==> config.mk <==
export PLATFORM = sky130hd
export DESIGN_NAME = id_io_regs
export DESIGN_NICKNAME = d
export VERILOG_FILES = /design/src/include/id_io_regs_pkg.sv /design/src/core/id_io_regs.sv /design/src/core/id_meas_timer.sv /design/src/core/sync2.sv
export SDC_FILE = /design/constraint.sdc
export NUM_CORES = 1
export LEC_CHECK = 0
export BUFFER_PORTS_ARGS = -buffer_cell sky130_fd_sc_hd__clkbuf_2
export CAP_MARGIN = 20
export CORE_MARGIN = 1
export CORE_UTILIZATION = 35
export DETAILED_ROUTE_END_ITERATION = 7
export HOLD_SLACK_MARGIN = 0.03
export SYNTH_ARGS = -nofsm -noshare
export SYNTH_HDL_FRONTEND = slang
export SYNTH_HIERARCHICAL = 1
export SYNTH_SLANG_ARGS = --single-unit
export TNS_END_PERCENT = 5
==> constraint.sdc <==
create_clock -name ref_clk_i -period 4.4 [get_ports ref_clk_i]
set_input_delay 0.66 -clock ref_clk_i [delete_from_list [all_inputs] [get_ports ref_clk_i]]
set_output_delay 0.66 -clock ref_clk_i [all_outputs]
set_load 0.02 [all_outputs]
==> src/include/id_io_regs_pkg.sv <==
package id_io_regs_pkg;
    // ==========================================
    // register addresses
    localparam logic [5:0] ADDR_ID_MEAS = 6'h36;
    localparam logic [5:0] ADDR_ID_MEAS_SET = 6'h37;
    localparam logic [5:0] ADDR_ID_MEAS_CLR = 6'h38;
    localparam logic [5:0] ADDR_IO_PWR = 6'h39;
    localparam logic [5:0] ADDR_IO_PWR_SET = 6'h3a;
    localparam logic [5:0] ADDR_IO_PWR_CLR = 6'h3b;
    localparam logic [5:0] ADDR_VENDOR_LO = 6'h30;
    localparam logic [5:0] ADDR_VENDOR_HI = 6'h3f;
    // ==========================================
    // field positions
    localparam int CODE_LSB = 0;
    localparam int DONE_BIT = 3;
    localparam int GO_BIT = 4;
    localparam int SPARE_BIT = 5;
    localparam int IRQ_EN_BIT = 6;
    localparam int SWAP_BIT = 1;
    localparam int SER_SEL_LSB = 2;
    localparam int DP_PU_BIT = 4;
    localparam int DM_PU_BIT = 5;
    localparam int USB_SEL_LSB = 6;
    // ==========================================
    // writable masks and reset values
    localparam logic [7:0] ID_MEAS_WMASK = 8'h70;
    localparam logic [7:0] IO_PWR_WMASK = 8'hfe;
    localparam logic [7:0] ID_MEAS_RESET = 8'h00;
    localparam logic [7:0] IO_PWR_RESET = 8'h04;
    // ==========================================
    // supply codes
    localparam logic [1:0] SUPPLY_3V3 = 2'h0;
    // ==========================================
    // resistance codes
    localparam logic [2:0] RID_0_OHM = 3'h0;
    localparam logic [2:0] RID_75_OHM = 3'h1;
    localparam logic [2:0] RID_100K = 3'h2;
    localparam logic [2:0] RID_440K = 3'h4;
    localparam logic [2:0] RID_FLOAT = 3'h5;
    localparam logic [2:0] RID_ERROR = 3'h7;
    // ==========================================
    // timing
    localparam int CLK_HZ = 40000000;
    localparam int MEAS_TIME_NS = 282000;
    localparam int MEAS_CYCLES = (MEAS_TIME_NS / 1000) * (CLK_HZ / 1000000);
endpackage

==> src/core/id_io_regs.sv <==
`timescale 1ns/1ps
module id_io_regs #(
    parameter int MEAS_CYCLES = id_io_regs_pkg::MEAS_CYCLES
) (
    // clock and reset
    input wire logic ref_clk_i,
    input wire logic reset_i,
    // register access from ulpi command decoder
    input wire logic reg_wr_i,
    input wire logic reg_rd_i,
    input wire logic [5:0] reg_addr_i,
    input wire logic [7:0] reg_wdata_i,
    output logic [7:0] reg_rdata_o,
    output logic reg_hit_o,
    // carkit status side
    input wire logic carkit_irq_en_i,
    input wire logic carkit_code_rd_i,
    output logic [2:0] carkit_code_o,
    output logic carkit_done_o,
    output logic meas_latch_o,
    input wire logic latch_rd_i,
    // analog measurement
    input wire logic [2:0] meas_code_pin_i,
    output logic meas_run_o,
    // mode inputs
    input wire logic serial_mode_i,
    input wire logic serial_tx_enable_i,
    input wire logic audio_mode_i,
    // controls to analog
    output logic alt_int_o,
    output logic line_pair_swap_o,
    output logic serial_route_swap_o,
    output logic speaker_swap_o,
    output logic dplus_detect_pullup_en_o,
    output logic dminus_detect_pullup_en_o,
    output logic [1:0] supply_sel_o
);
    // ==========================================
    // registers and decode
    logic [7:0] id_reg;
    logic [7:0] id_next;
    logic [7:0] io_reg;
    logic [7:0] io_next;
    logic [2:0] code_reg;
    logic done_reg;
    logic latch_reg;
    logic [1:0] ser_sel_reg;
    logic [2:0] code_sync;
    logic meas_busy;
    logic meas_finish;
    logic [7:0] id_view;
    logic [7:0] rdata_next;
    logic hit_id;
    logic hit_io;
    logic vendor_hit;
    logic wr_id;
    logic set_id;
    logic clr_id;
    logic wr_io;
    logic set_io;
    logic clr_io;
    logic rd_id;
    logic irq_en;
    logic done_rise;
    logic go_start;
    logic [1:0] supply_next;

    assign vendor_hit = (reg_addr_i >= id_io_regs_pkg::ADDR_VENDOR_LO) &&
                        (reg_addr_i <= id_io_regs_pkg::ADDR_VENDOR_HI);
    assign hit_id = (reg_addr_i >= id_io_regs_pkg::ADDR_ID_MEAS) &&
                    (reg_addr_i <= id_io_regs_pkg::ADDR_ID_MEAS_CLR);
    assign hit_io = (reg_addr_i >= id_io_regs_pkg::ADDR_IO_PWR) &&
                    (reg_addr_i <= id_io_regs_pkg::ADDR_IO_PWR_CLR);
    assign wr_id = reg_wr_i && (reg_addr_i == id_io_regs_pkg::ADDR_ID_MEAS);
    assign set_id = reg_wr_i && (reg_addr_i == id_io_regs_pkg::ADDR_ID_MEAS_SET);
    assign clr_id = reg_wr_i && (reg_addr_i == id_io_regs_pkg::ADDR_ID_MEAS_CLR);
    assign wr_io = reg_wr_i && (reg_addr_i == id_io_regs_pkg::ADDR_IO_PWR);
    assign set_io = reg_wr_i && (reg_addr_i == id_io_regs_pkg::ADDR_IO_PWR_SET);
    assign clr_io = reg_wr_i && (reg_addr_i == id_io_regs_pkg::ADDR_IO_PWR_CLR);
    assign rd_id = reg_rd_i && hit_id;

    // ==========================================
    // write, set and clear
    always_comb begin
        id_next = id_reg;
        if (wr_id) begin
            id_next = reg_wdata_i & id_io_regs_pkg::ID_MEAS_WMASK;
        end else if (set_id) begin
            id_next = id_reg | (reg_wdata_i & id_io_regs_pkg::ID_MEAS_WMASK);
        end else if (clr_id) begin
            id_next = id_reg & ~(reg_wdata_i & id_io_regs_pkg::ID_MEAS_WMASK);
        end
        // start self-clears on completion
        if (meas_finish) begin
            id_next[id_io_regs_pkg::GO_BIT] = 1'b0;
        end
    end

    always_comb begin
        io_next = io_reg;
        if (wr_io) begin
            io_next = reg_wdata_i & id_io_regs_pkg::IO_PWR_WMASK;
        end else if (set_io) begin
            io_next = io_reg | (reg_wdata_i & id_io_regs_pkg::IO_PWR_WMASK);
        end else if (clr_io) begin
            io_next = io_reg & ~(reg_wdata_i & id_io_regs_pkg::IO_PWR_WMASK);
        end
    end

    // ==========================================
    // measurement
    assign go_start = id_reg[id_io_regs_pkg::GO_BIT] && !meas_busy && !meas_finish;
    assign irq_en = id_reg[id_io_regs_pkg::IRQ_EN_BIT] | carkit_irq_en_i;
    assign done_rise = meas_finish && !done_reg;

    id_meas_timer #(
        .CYCLES(MEAS_CYCLES)
    ) u_timer (
        .ref_clk_i(ref_clk_i),
        .reset_i(reset_i),
        .start_i(go_start),
        .busy_o(meas_busy),
        .finish_o(meas_finish)
    );

    sync2 #(
        .W(3)
    ) u_code_sync (
        .ref_clk_i(ref_clk_i),
        .reset_i(reset_i),
        .d_i(meas_code_pin_i),
        .q_o(code_sync)
    );

    always_ff @(posedge ref_clk_i or posedge reset_i) begin
        if (reset_i) begin
            id_reg <= id_io_regs_pkg::ID_MEAS_RESET;
            io_reg <= id_io_regs_pkg::IO_PWR_RESET;
            code_reg <= id_io_regs_pkg::RID_0_OHM;
        end else begin
            id_reg <= id_next;
            io_reg <= io_next;
            if (meas_finish) begin
                code_reg <= code_sync;
            end
        end
    end

    // done: set wins over read clear; carkit read has no effect
    always_ff @(posedge ref_clk_i or posedge reset_i) begin
        if (reset_i) begin
            done_reg <= 1'b0;
        end else if (meas_finish) begin
            done_reg <= 1'b1;
        end else if (rd_id) begin
            done_reg <= 1'b0;
        end
    end

    always_ff @(posedge ref_clk_i or posedge reset_i) begin
        if (reset_i) begin
            latch_reg <= 1'b0;
        end else if (done_rise && irq_en) begin
            latch_reg <= 1'b1;
        end else if (latch_rd_i) begin
            latch_reg <= 1'b0;
        end
    end

    // ==========================================
    // read data
    assign id_view = {1'b0, id_reg[6:4], done_reg, code_reg};
    always_comb begin
        rdata_next = 8'h00;
        if (hit_id) begin
            rdata_next = id_view;
        end else if (hit_io) begin
            rdata_next = io_reg;
        end
    end

    // ==========================================
    // supply selection
    always_ff @(posedge ref_clk_i or posedge reset_i) begin
        if (reset_i) begin
            ser_sel_reg <= id_io_regs_pkg::IO_PWR_RESET[3:2];
        end else if (serial_mode_i && serial_tx_enable_i) begin
            ser_sel_reg <= io_reg[id_io_regs_pkg::SER_SEL_LSB +: 2];
        end
    end

    always_comb begin
        if (audio_mode_i) begin
            supply_next = id_io_regs_pkg::SUPPLY_3V3;
        end else if (serial_mode_i) begin
            supply_next = ser_sel_reg;
        end else begin
            supply_next = io_reg[id_io_regs_pkg::USB_SEL_LSB +: 2];
        end
    end

    // ==========================================
    // registered outputs
    always_ff @(posedge ref_clk_i or posedge reset_i) begin
        if (reset_i) begin
            reg_rdata_o <= 8'h00;
            reg_hit_o <= 1'b0;
            carkit_code_o <= 3'h0;
            carkit_done_o <= 1'b0;
            meas_latch_o <= 1'b0;
            meas_run_o <= 1'b0;
            alt_int_o <= 1'b0;
            line_pair_swap_o <= 1'b0;
            serial_route_swap_o <= 1'b0;
            speaker_swap_o <= 1'b0;
            dplus_detect_pullup_en_o <= 1'b0;
            dminus_detect_pullup_en_o <= 1'b0;
            supply_sel_o <= id_io_regs_pkg::SUPPLY_3V3;
        end else begin
            reg_rdata_o <= rdata_next;
            reg_hit_o <= reg_rd_i && vendor_hit && (hit_id || hit_io);
            carkit_code_o <= code_reg;
            carkit_done_o <= done_reg;
            meas_latch_o <= latch_reg;
            meas_run_o <= meas_busy;
            alt_int_o <= done_rise && irq_en;
            line_pair_swap_o <= io_reg[id_io_regs_pkg::SWAP_BIT];
            serial_route_swap_o <= io_reg[id_io_regs_pkg::SWAP_BIT] && serial_mode_i;
            speaker_swap_o <= 1'b0;
            dplus_detect_pullup_en_o <= io_reg[id_io_regs_pkg::DP_PU_BIT] | serial_mode_i;
            dminus_detect_pullup_en_o <= io_reg[id_io_regs_pkg::DM_PU_BIT] | serial_mode_i;
            supply_sel_o <= supply_next;
        end
    end
endmodule // id_io_regs

==> src/core/id_meas_timer.sv <==
`timescale 1ns/1ps
module id_meas_timer #(
    parameter int CYCLES = 11280
) (
    // clock and reset
    input wire logic ref_clk_i,
    input wire logic reset_i,
    // control
    input wire logic start_i,
    output logic busy_o,
    output logic finish_o
);
    logic [15:0] count_reg;
    always_ff @(posedge ref_clk_i or posedge reset_i) begin
        if (reset_i) begin
            count_reg <= 16'h0000;
            busy_o <= 1'b0;
            finish_o <= 1'b0;
        end else begin
            finish_o <= 1'b0;
            if (start_i && !busy_o) begin
                count_reg <= 16'(CYCLES - 1);
                busy_o <= 1'b1;
            end else if (busy_o) begin
                if (count_reg == 16'h0000) begin
                    busy_o <= 1'b0;
                    finish_o <= 1'b1;
                end else begin
                    count_reg <= count_reg - 16'h0001;
                end
            end
        end
    end
endmodule // id_meas_timer

==> src/core/sync2.sv <==
`timescale 1ns/1ps
module sync2 #(
    parameter int W = 1
) (
    input wire logic ref_clk_i,
    input wire logic reset_i,
    input wire logic [W-1:0] d_i,
    output logic [W-1:0] q_o
);
    logic [W-1:0] meta_reg;
    always_ff @(posedge ref_clk_i or posedge reset_i) begin
        if (reset_i) begin
            meta_reg <= '0;
            q_o <= '0;
        end else begin
            meta_reg <= d_i;
            q_o <= meta_reg;
        end
    end
endmodule // sync2

**Word-level counts from Yosys, hierarchy flattened**

Cells that the tools add are included.

- Word-level logic and storage cells: 102
- Output and inout port bits: 23
- Register bits: 69
- Input bits: 27

- Multiplexer cells: 24
- $add $sub $neg: 1
- Bitwise gates (word level): 9
- Reductions and logical operators: 31
- Order comparisons: 6
- Equal/unequal tests: 7

Operators by type and width:

| operator | number |
|---|---|
| $mux W8 | 8 |
| $mux W16 | 3 |
| $eq A6 B6 Y1 const B | 6 |
| $logic_and A1 B1 Y1 | 19 |
| $ge A6 B6 Y1 const B | 3 |
| $le A6 B6 Y1 const B | 3 |
| $and A8 B8 Y8 | 2 |
| $logic_not A16 Y1 | 1 |
| $sub A16 B1 Y16 const B | 1 |
| $mux W1 | 11 |
| $not A7 Y8 | 1 |
| $not A8 Y8 | 1 |
| $or A8 B7 Y8 | 1 |
| $or A8 B8 Y8 | 1 |
| $reduce_bool A2 Y1 | 3 |
| $reduce_bool A3 Y1 | 2 |
| $mux W2 | 2 |
| $reduce_bool A4 Y1 | 1 |
| $logic_not A1 Y1 | 3 |
| $or A1 B1 Y1 | 3 |
| $ne A2 B1 Y1 const B | 1 |
| $reduce_and A2 Y1 | 1 |
| $logic_or A1 B1 Y1 | 1 |

**Depth between registers and ports, before layout**

Gate-level depths: netlist (run 1).

- Depth in word-level cells: 6
- Gate-level depth with buffers: 7
- Gate-level depth less buffers: 6

**By module**

The synthesis (run 1) kept the hierarchy.

Modules (own cells, without submodules):

| module | cells an instance | area an instance (um2) | times used | sequential area each (um2) |
|---|---|---|---|---|
| id_io_regs | 133 | 1601.5 | 1 | 978.4 |
| id_meas_timer | 96 | 940.9 | 1 | 450.4 |
| sync2 | 7 | 153.9 | 1 | 150.1 |

**Worst setup path before layout (run 1)**

Ideal clock, no wire load.

- Path kind: flip-flop to flip-flop
- Start point: reg u_timer.count_reg[8]
- End point: reg u_timer.count_reg[15]
- Period minus slack after synthesis: 1907 ps
- Stages on the path, launching flop included: 5
- Library setup time: 136 ps
- Slack: 2493 ps
- Data required time: 4264 ps
- Path buffers: 0
- Data arrival time: 1771 ps
- Path through: dfrtp_1 > or4_4 > or4_4 > o311ai_1 > o41ai_1

- Cells in the longest elaborated chain, start to end: 4
- Elaborated cells between the ends (all ways): 7
- Those cells by class: add/sub: 1; eq/ne: 1; mux: 3; reduce/logical: 2

Ends and longest elaborated chain:

| element | RTL line | source |
|---|---|---|
| start, declared | id_meas_timer.sv:13 | `logic [15:0] count_reg;` |
| start signal, assigned | id_meas_timer.sv:22 | `count_reg <= 16'(CYCLES - 1);` |
| start signal, assigned | id_meas_timer.sv:29 | `count_reg <= count_reg - 16'h0001;` |
| $sub A16 B1 Y16 | id_meas_timer.sv:29 |  |
| $mux W16 | id_meas_timer.sv:25 | `if (count_reg == 16'h0000) begin` |
| $mux W16 | id_meas_timer.sv:24 | `end else if (busy_o) begin` |
| $mux W16 | id_meas_timer.sv:21 | `if (start_i && !busy_o) begin` |

Parallel ways exist; a longest one is shown, timed or not. The select of a mux whose other input is x is not followed.
A chain may end at the register's enable or synchronous reset.

**Worst setup path after layout (run 1)**

- Start point: reg u_timer.count_reg[8]
- End point: reg u_timer.count_reg[3]

- Cells in the longest elaborated chain, start to end: 3

Ends and longest elaborated chain:

| element | RTL line |
|---|---|
| $logic_not A16 Y1 | id_meas_timer.sv:25 |
| $ne A2 B1 Y1 (no source line) | - |
| $reduce_and A2 Y1 (no source line) | - |

No other way between the ends.

==> impl_metrics.ini, run 1 <==
[critical_path]
cp.arrival_ps = 2380
startpoint_type = flop
crit_type = flop to flop
crit_required_ps = 4600
endpoint_kind = flop
cp_max_fo = 7

[detailed_routing]
drt-total-wl_mm = 5.36
drt_iter0_markers = 89
ant_nets = 0
vias = 1972
drt_pass1_iterations = 4
wl_per_cell_um = 13.6
vias_per_cell = 5.01
route.detailed.drc = 0

[clocking]
cts_sinks = 63
clk_path_buf_depth = 2
cts-root-buf = clkbuf_8
clk_pin_slew_ps = 70
cts_tree = built
cts.htree.levels = 3
cts_hold_buf = 0
post_cts_buffers = 0
cts_buffers = 9
clkLatencyLatePin_ps = 330
cts_resized = 0

[yosys]
ys_types = 58
synth_most_common_cell = dfrtp_1
synth_top_area_share_pct = 56.6
syn_area_mm2 = 0.00270
synthArstFlopShare_pct = 100
synthesis.nets = 264
synth-seq-area-share_pct = 58.6
synth_edf_count = 0
synth_ff_type = dfrtp_1
synth_area_leaders = dfrtp_1, a22o_1, nor2_1
synth_top_cell_by_area = dfrtp_1
yosysWarnings = 6
synth.ff_latch_count = 63
synthTopCellsByCount = dfrtp_1, nor2_1, inv_1, nand2_1, o21ai_0
avgSynthCellArea_um2 = 11.4
syn_inst = 236

[run]
max_cap_violations = 0

[layout]
nFillCells = 698
final_area_mm2 = 0.00325
fin_nets = 318
largest_reg_flops = 16
area_delta_synth_final_pct = 20.6
fin_util_pct = 44.4
antenna_cells = 0
final_layout_size_suffix_gt1_share_pct = 25.8

[power]
power_mw = 1.51
ir_drop_uv = 212
p_leak_nw = 1.51
powerDensity_mw_per_mm2 = 465

[timing]
setup_violations = 0
tightest_slew_ps = 934
min_period_ps = 2190
fmax_mhz = 457
fin_worst_skew_ps = 9.20
rsz0062_at_grt = no
finalCritPeriodShare_pct = 49.7
slew_headroom_pct = 37.1
finalHoldViolCount = 0
tns_ps = 0
drv_slew = 0
fin_ws_ps = 2210

[floorplanning]
die_area_mm2 = 0.00806
die_w_um = 89.8
dieHeight_um = 89.8
io_pins = 50
rows = 31
start_util_pct = 36.8
coreArea_mm2 = 0.00733

[global_route]
track_usage_pct = 14.5
grt_max_degree = 40
grt_pass1_vias = 1938
antenna_found_initial = 0
gr-total-overflow = 0
grt_pass1_wl_mm = 9.13

[run_status]
status = completed

[placement]
portBuffers = 46
dp_hpwl_mm = 3.82
gp_congestion = 0.769
preCtsSetupSlack_ps = 2240
post_dp_cell_area_mm2 = 0.00303

[hold_path]
hp-class = input pin to asynchronous set/reset pin
-- cells in the final DEF (no fill, tap or decap), types with 2 or more instances in the layout --
master / n
a32o_1: 5
a211oi_1: 2
a21oi_1: 4
dfstp_2: 2
o2bb2ai_1: 2
mux2_2: 3
o31ai_1: 8
nor4_1: 5
nand3b_1: 2
nor3_1: 6
a21o_1: 2
or3_1: 5
a31oi_1: 3
o21ai_0: 10
a221oi_1: 2
nand2_1: 13
dfrtp_1: 61
nand3_1: 8
nor3b_1: 2
a22o_1: 8
nand2b_1: 3
or4_4: 2
or2_2: 3
clkbuf_8: 10
and2_1: 2
bufinv_16: 2
o41ai_1: 3
mux2i_1: 5
inv_1: 16
or4_1: 2
nor2_1: 18
clkbuf_2: 46
-- worst max-delay path: stages (launching register included) --
cell and delay [ps]:
dfrtp_1 450, nor4_1 840, a41oi_1 410, a211oi_1 300
a31oi_1 60
-- cell type report --
type	count	area (µm²)	share of cell area (%)
clock inverters	5	81.3	2.50
well taps	99	124	3.81
repair buffers	47	238	7.31
clock buffers	11	141	4.35
multi-input cells	153	1030	31.7
flip-flops and latches	63	1580	48.5
inverters	16	60.1	1.85
-- layer usage --
metal	vias to the layer above	wire [µm]	global-route usage, %
met5	-	0	0
met4	0	91	6.15
met3	8	183	5.50
met2	31	2580	22.8
met1	942	2500	18.0
li1	991	-	-
-- power by group --
group,leakage (nW),total (mW),switching (mW),internal [mW]
Combinational,0.607,0.215,0.117,0.0975
Sequential,0.790,0.744,0.0842,0.660
Clock,0.110,0.555,0.221,0.335
Total,1.51,1.51,0.422,1.09
-- kinds of logic (layout without fill, tap and decap cells) --
| kind of cell | Yosys count | after routing | share of synthesized area (%) |
|---|---|---|---|
| AO/OA/AOI/OAI | 59 | 59 | 16.7 |
| other | 1 | 1 | 0.139 |
| adder cells (fa/ha/maj) | 1 | 1 | 0.464 |
| XOR/XNOR | 1 | 1 | 0.325 |
| flip-flops | 63 | 63 | 58.6 |
| buffers and inverters | 20 | 79 | 3.25 |
| AND/OR/NAND/NOR | 83 | 83 | 17.4 |
| multiplexers | 8 | 8 | 3.11 |
-- path summary, 6_finish.rpt --
| kind | start | endpoint | slack (ps) | cells after the start |
|---|---|---|---|---|
| worst max-delay path | u_timer/count_reg[8]$_DFFE_PP0P_ | u_timer/count_reg[3]$_DFFE_PP0P_ | 2210 | 4 |
| worst min-delay path | reset_i | u_code_sync/meta_reg[0]$_DFF_PP0_ | 240 | 2 |
| worst max register to register | u_timer/count_reg[8]$_DFFE_PP0P_ | u_timer/count_reg[3]$_DFFE_PP0P_ | 2210 | 4 |
| worst min register to register | u_code_sync/meta_reg[0]$_DFF_PP0_ | u_code_sync/q_o[0]$_DFF_PP0_ | 350 | 0 |
| max in group asynchronous | reset_i | u_timer/count_reg[5]$_DFFE_PP0P_ | 3500 | 2 |
| min in group ref_clk_i | u_code_sync/meta_reg[0]$_DFF_PP0_ | u_code_sync/q_o[0]$_DFF_PP0_ | 350 | 0 |
-- through the flow --
stage,std cells,hold slack [ps]
floorplan,236,331
global placement,378,334
detailed placement,378,336
CTS,394,228
global route,394,237
finish,394,237
Note: power is estimated with default switching activity, not from simulation.
==> run 2: changes to the inputs <==
==> constraint.sdc (replaced) <==
create_clock -name ref_clk_i -period 2 [get_ports ref_clk_i]
set_input_delay 0.3 -clock ref_clk_i [delete_from_list [all_inputs] [get_ports ref_clk_i]]
set_output_delay 0.3 -clock ref_clk_i [all_outputs]
set_load 0.02 [all_outputs]
==> run 2 against run 1 <==
Final cell count rose by 3.3%. Sequential share of layout area down 2.1 points. First-iteration DRC count fell by 3.4%. Worst hold slack got worse by 170 ps. Clock skew is 1.6 ps higher. Via count increased by 3.1%. Final area is 4.5% higher.
==> impl_metrics.ini, run 2 (same netlist as run 1, synthesis figures left out) <==
[layout]
antenna_cells = 0
final_layout_size_suffix_gt1_share_pct = 28.6
area_delta_synth_final_pct = 26.1
register_area_mm2 = 0.00158
nFillCells = 699
final_area_mm2 = 0.00340
fin_nets = 331
multi_input_area_mm2 = 0.00103
layout_common_cells = dfrtp_1, clkbuf_2, nor2_1, inv_1
largest_reg_flops = 16
final_common_cell = dfrtp_1

[global_route]
grt_pass1_vias = 2009
grt_pass1_wl_mm = 9.46
antenna_found_initial = 0
grt_max_degree = 40
track_usage_pct = 14.9
gr-total-overflow = 0

[timing]
finalHoldViolCount = 0
slew_headroom_pct = 48.7
min_period_ps = 1920
finalCritPeriodShare_pct = 96.2
tns_ps = 0
rsz0062_at_grt = no
tightest_slew_ps = 763
fmax_mhz = 520
fin_worst_skew_ps = 10.8
drv_slew = 0
setup_violations = 0

[clocking]
cts.htree.levels = 3
clk_pin_slew_ps = 70
cts-root-buf = clkbuf_8
post_cts_buffers = 0
clkLatencyLatePin_ps = 340
cts_buffers = 9
clk_path_buf_depth = 2
cts_sinks = 63
cts_tree = built

[detailed_routing]
drt-total-wl_mm = 5.62
route.detailed.drc = 0
vias_per_cell = 5.00
ant_nets = 0
vias = 2033
drt_iter0_markers = 86
drt_pass1_iterations = 4
wl_per_cell_um = 13.8

[hold_path]
hp-class = input pin to flop
worstHoldStart = meas_code_pin_i[0]

[critical_path]
endpoint = u_timer/count_reg[15]$_DFFE_PP0P_
cp_common_cell = or4_4
critical-path-slowest-cell = or4_4
rrSetupSlack_ps = 80
reg2reg_from = u_timer/count_reg[9]$_DFFE_PP0P_
crit_required_ps = 2210
cp.arrival_ps = 2140
crit_family = simple AND/OR/NAND/NOR gates
startpoint_type = flop
path_buf_inv = 0
crit_path_max_incr_delay_ps = 520
reg2reg_depth = 4
r2r-end = u_timer/count_reg[15]$_DFFE_PP0P_
cp_max_fo = 6
crit_type = flop to flop
endpoint_kind = flop
critPathLaunch = u_timer/count_reg[9]$_DFFE_PP0P_
worstSetupPathDepth = 4
cp_cell_sequence = or4_4 -> or4_4 -> o311ai_1 -> o41ai_1

[floorplanning]
die_w_um = 89.8
io_pins = 50
coreArea_mm2 = 0.00733
die_area_mm2 = 0.00806
dieHeight_um = 89.8
rows = 31
start_util_pct = 36.8

[placement]
post_dp_cell_area_mm2 = 0.00312
dp_hpwl_mm = 3.96
portBuffers = 46
gp_congestion = 0.843

[run_status]
status = completed

[run]
max_cap_violations = 0

[power]
p_leak_nw = 1.59
powerDensity_mw_per_mm2 = 1080
ir_drop_uv = 567
run 2: how the worst min path moves through the flow:
stage,slack (ps),cells after the start,to
after floorplan,90,1,u_code_sync/meta_reg[0]$_DFF_PP0_
after global placement,230,2,u_code_sync/meta_reg[2]$_DFF_PP0_
after detailed placement,240,2,u_code_sync/meta_reg[2]$_DFF_PP0_
after CTS,50,1,u_code_sync/meta_reg[0]$_DFF_PP0_
after global routing,50,1,u_code_sync/meta_reg[2]$_DFF_PP0_
final,70,1,u_code_sync/meta_reg[0]$_DFF_PP0_
run 2: what timing repair did:
item	4_1_cts	5_1_grt
endpoints found under the hold margin	6	0
hold buffers	1	0
endpoints found under the setup margin	0	1
resized for setup	0	1
run 2: area by class of cell:
cell class | count | share of cell area [%]
inverter | 16 | 1.77
clock inverter | 5 | 3.79
multi-input combinational | 153 | 30.3
timing repair buffer | 60 | 9.93
clock buffer | 11 | 4.16
sequential | 63 | 46.4
tap | 99 | 3.64
run 2: metal layers:
metal  wire, µm  track usage [%]
met3        246             4.40
met5          0                0
met4         40             5.33
met1       2550             18.5
met2       2780             24.6
run 2: worst reg2reg max path, delay by kind of cell, from the launching register on:
kind	cells	cell delay [ps]
flip-flops	1	430
AND/OR/NAND/NOR	2	960
AO/OA/AOI/OAI	2	410
run 2: power by group:
part	total [mW]	internal [mW]	leakage [nW]	switching, mW
Sequential	1.63	1.45	0.790	0.174
Clock	1.49	0.991	0.134	0.502
Combinational	0.552	0.261	0.671	0.291
Total	3.67	2.70	1.59	0.967
run 2: stage by stage:
step	power, mW	setup WS, ps	std cells	hold WS, ps	utilization, %
finish	3.67	76.3	407	65.8	46.4
global route	3.87	11.0	407	46.3	46.4
CTS	3.70	65.5	407	53.2	46.4
detailed placement	2.20	103	390	236	42.6
global placement	2.18	114	390	225	42.6
floorplan	1.98	93.0	236	91.0	-
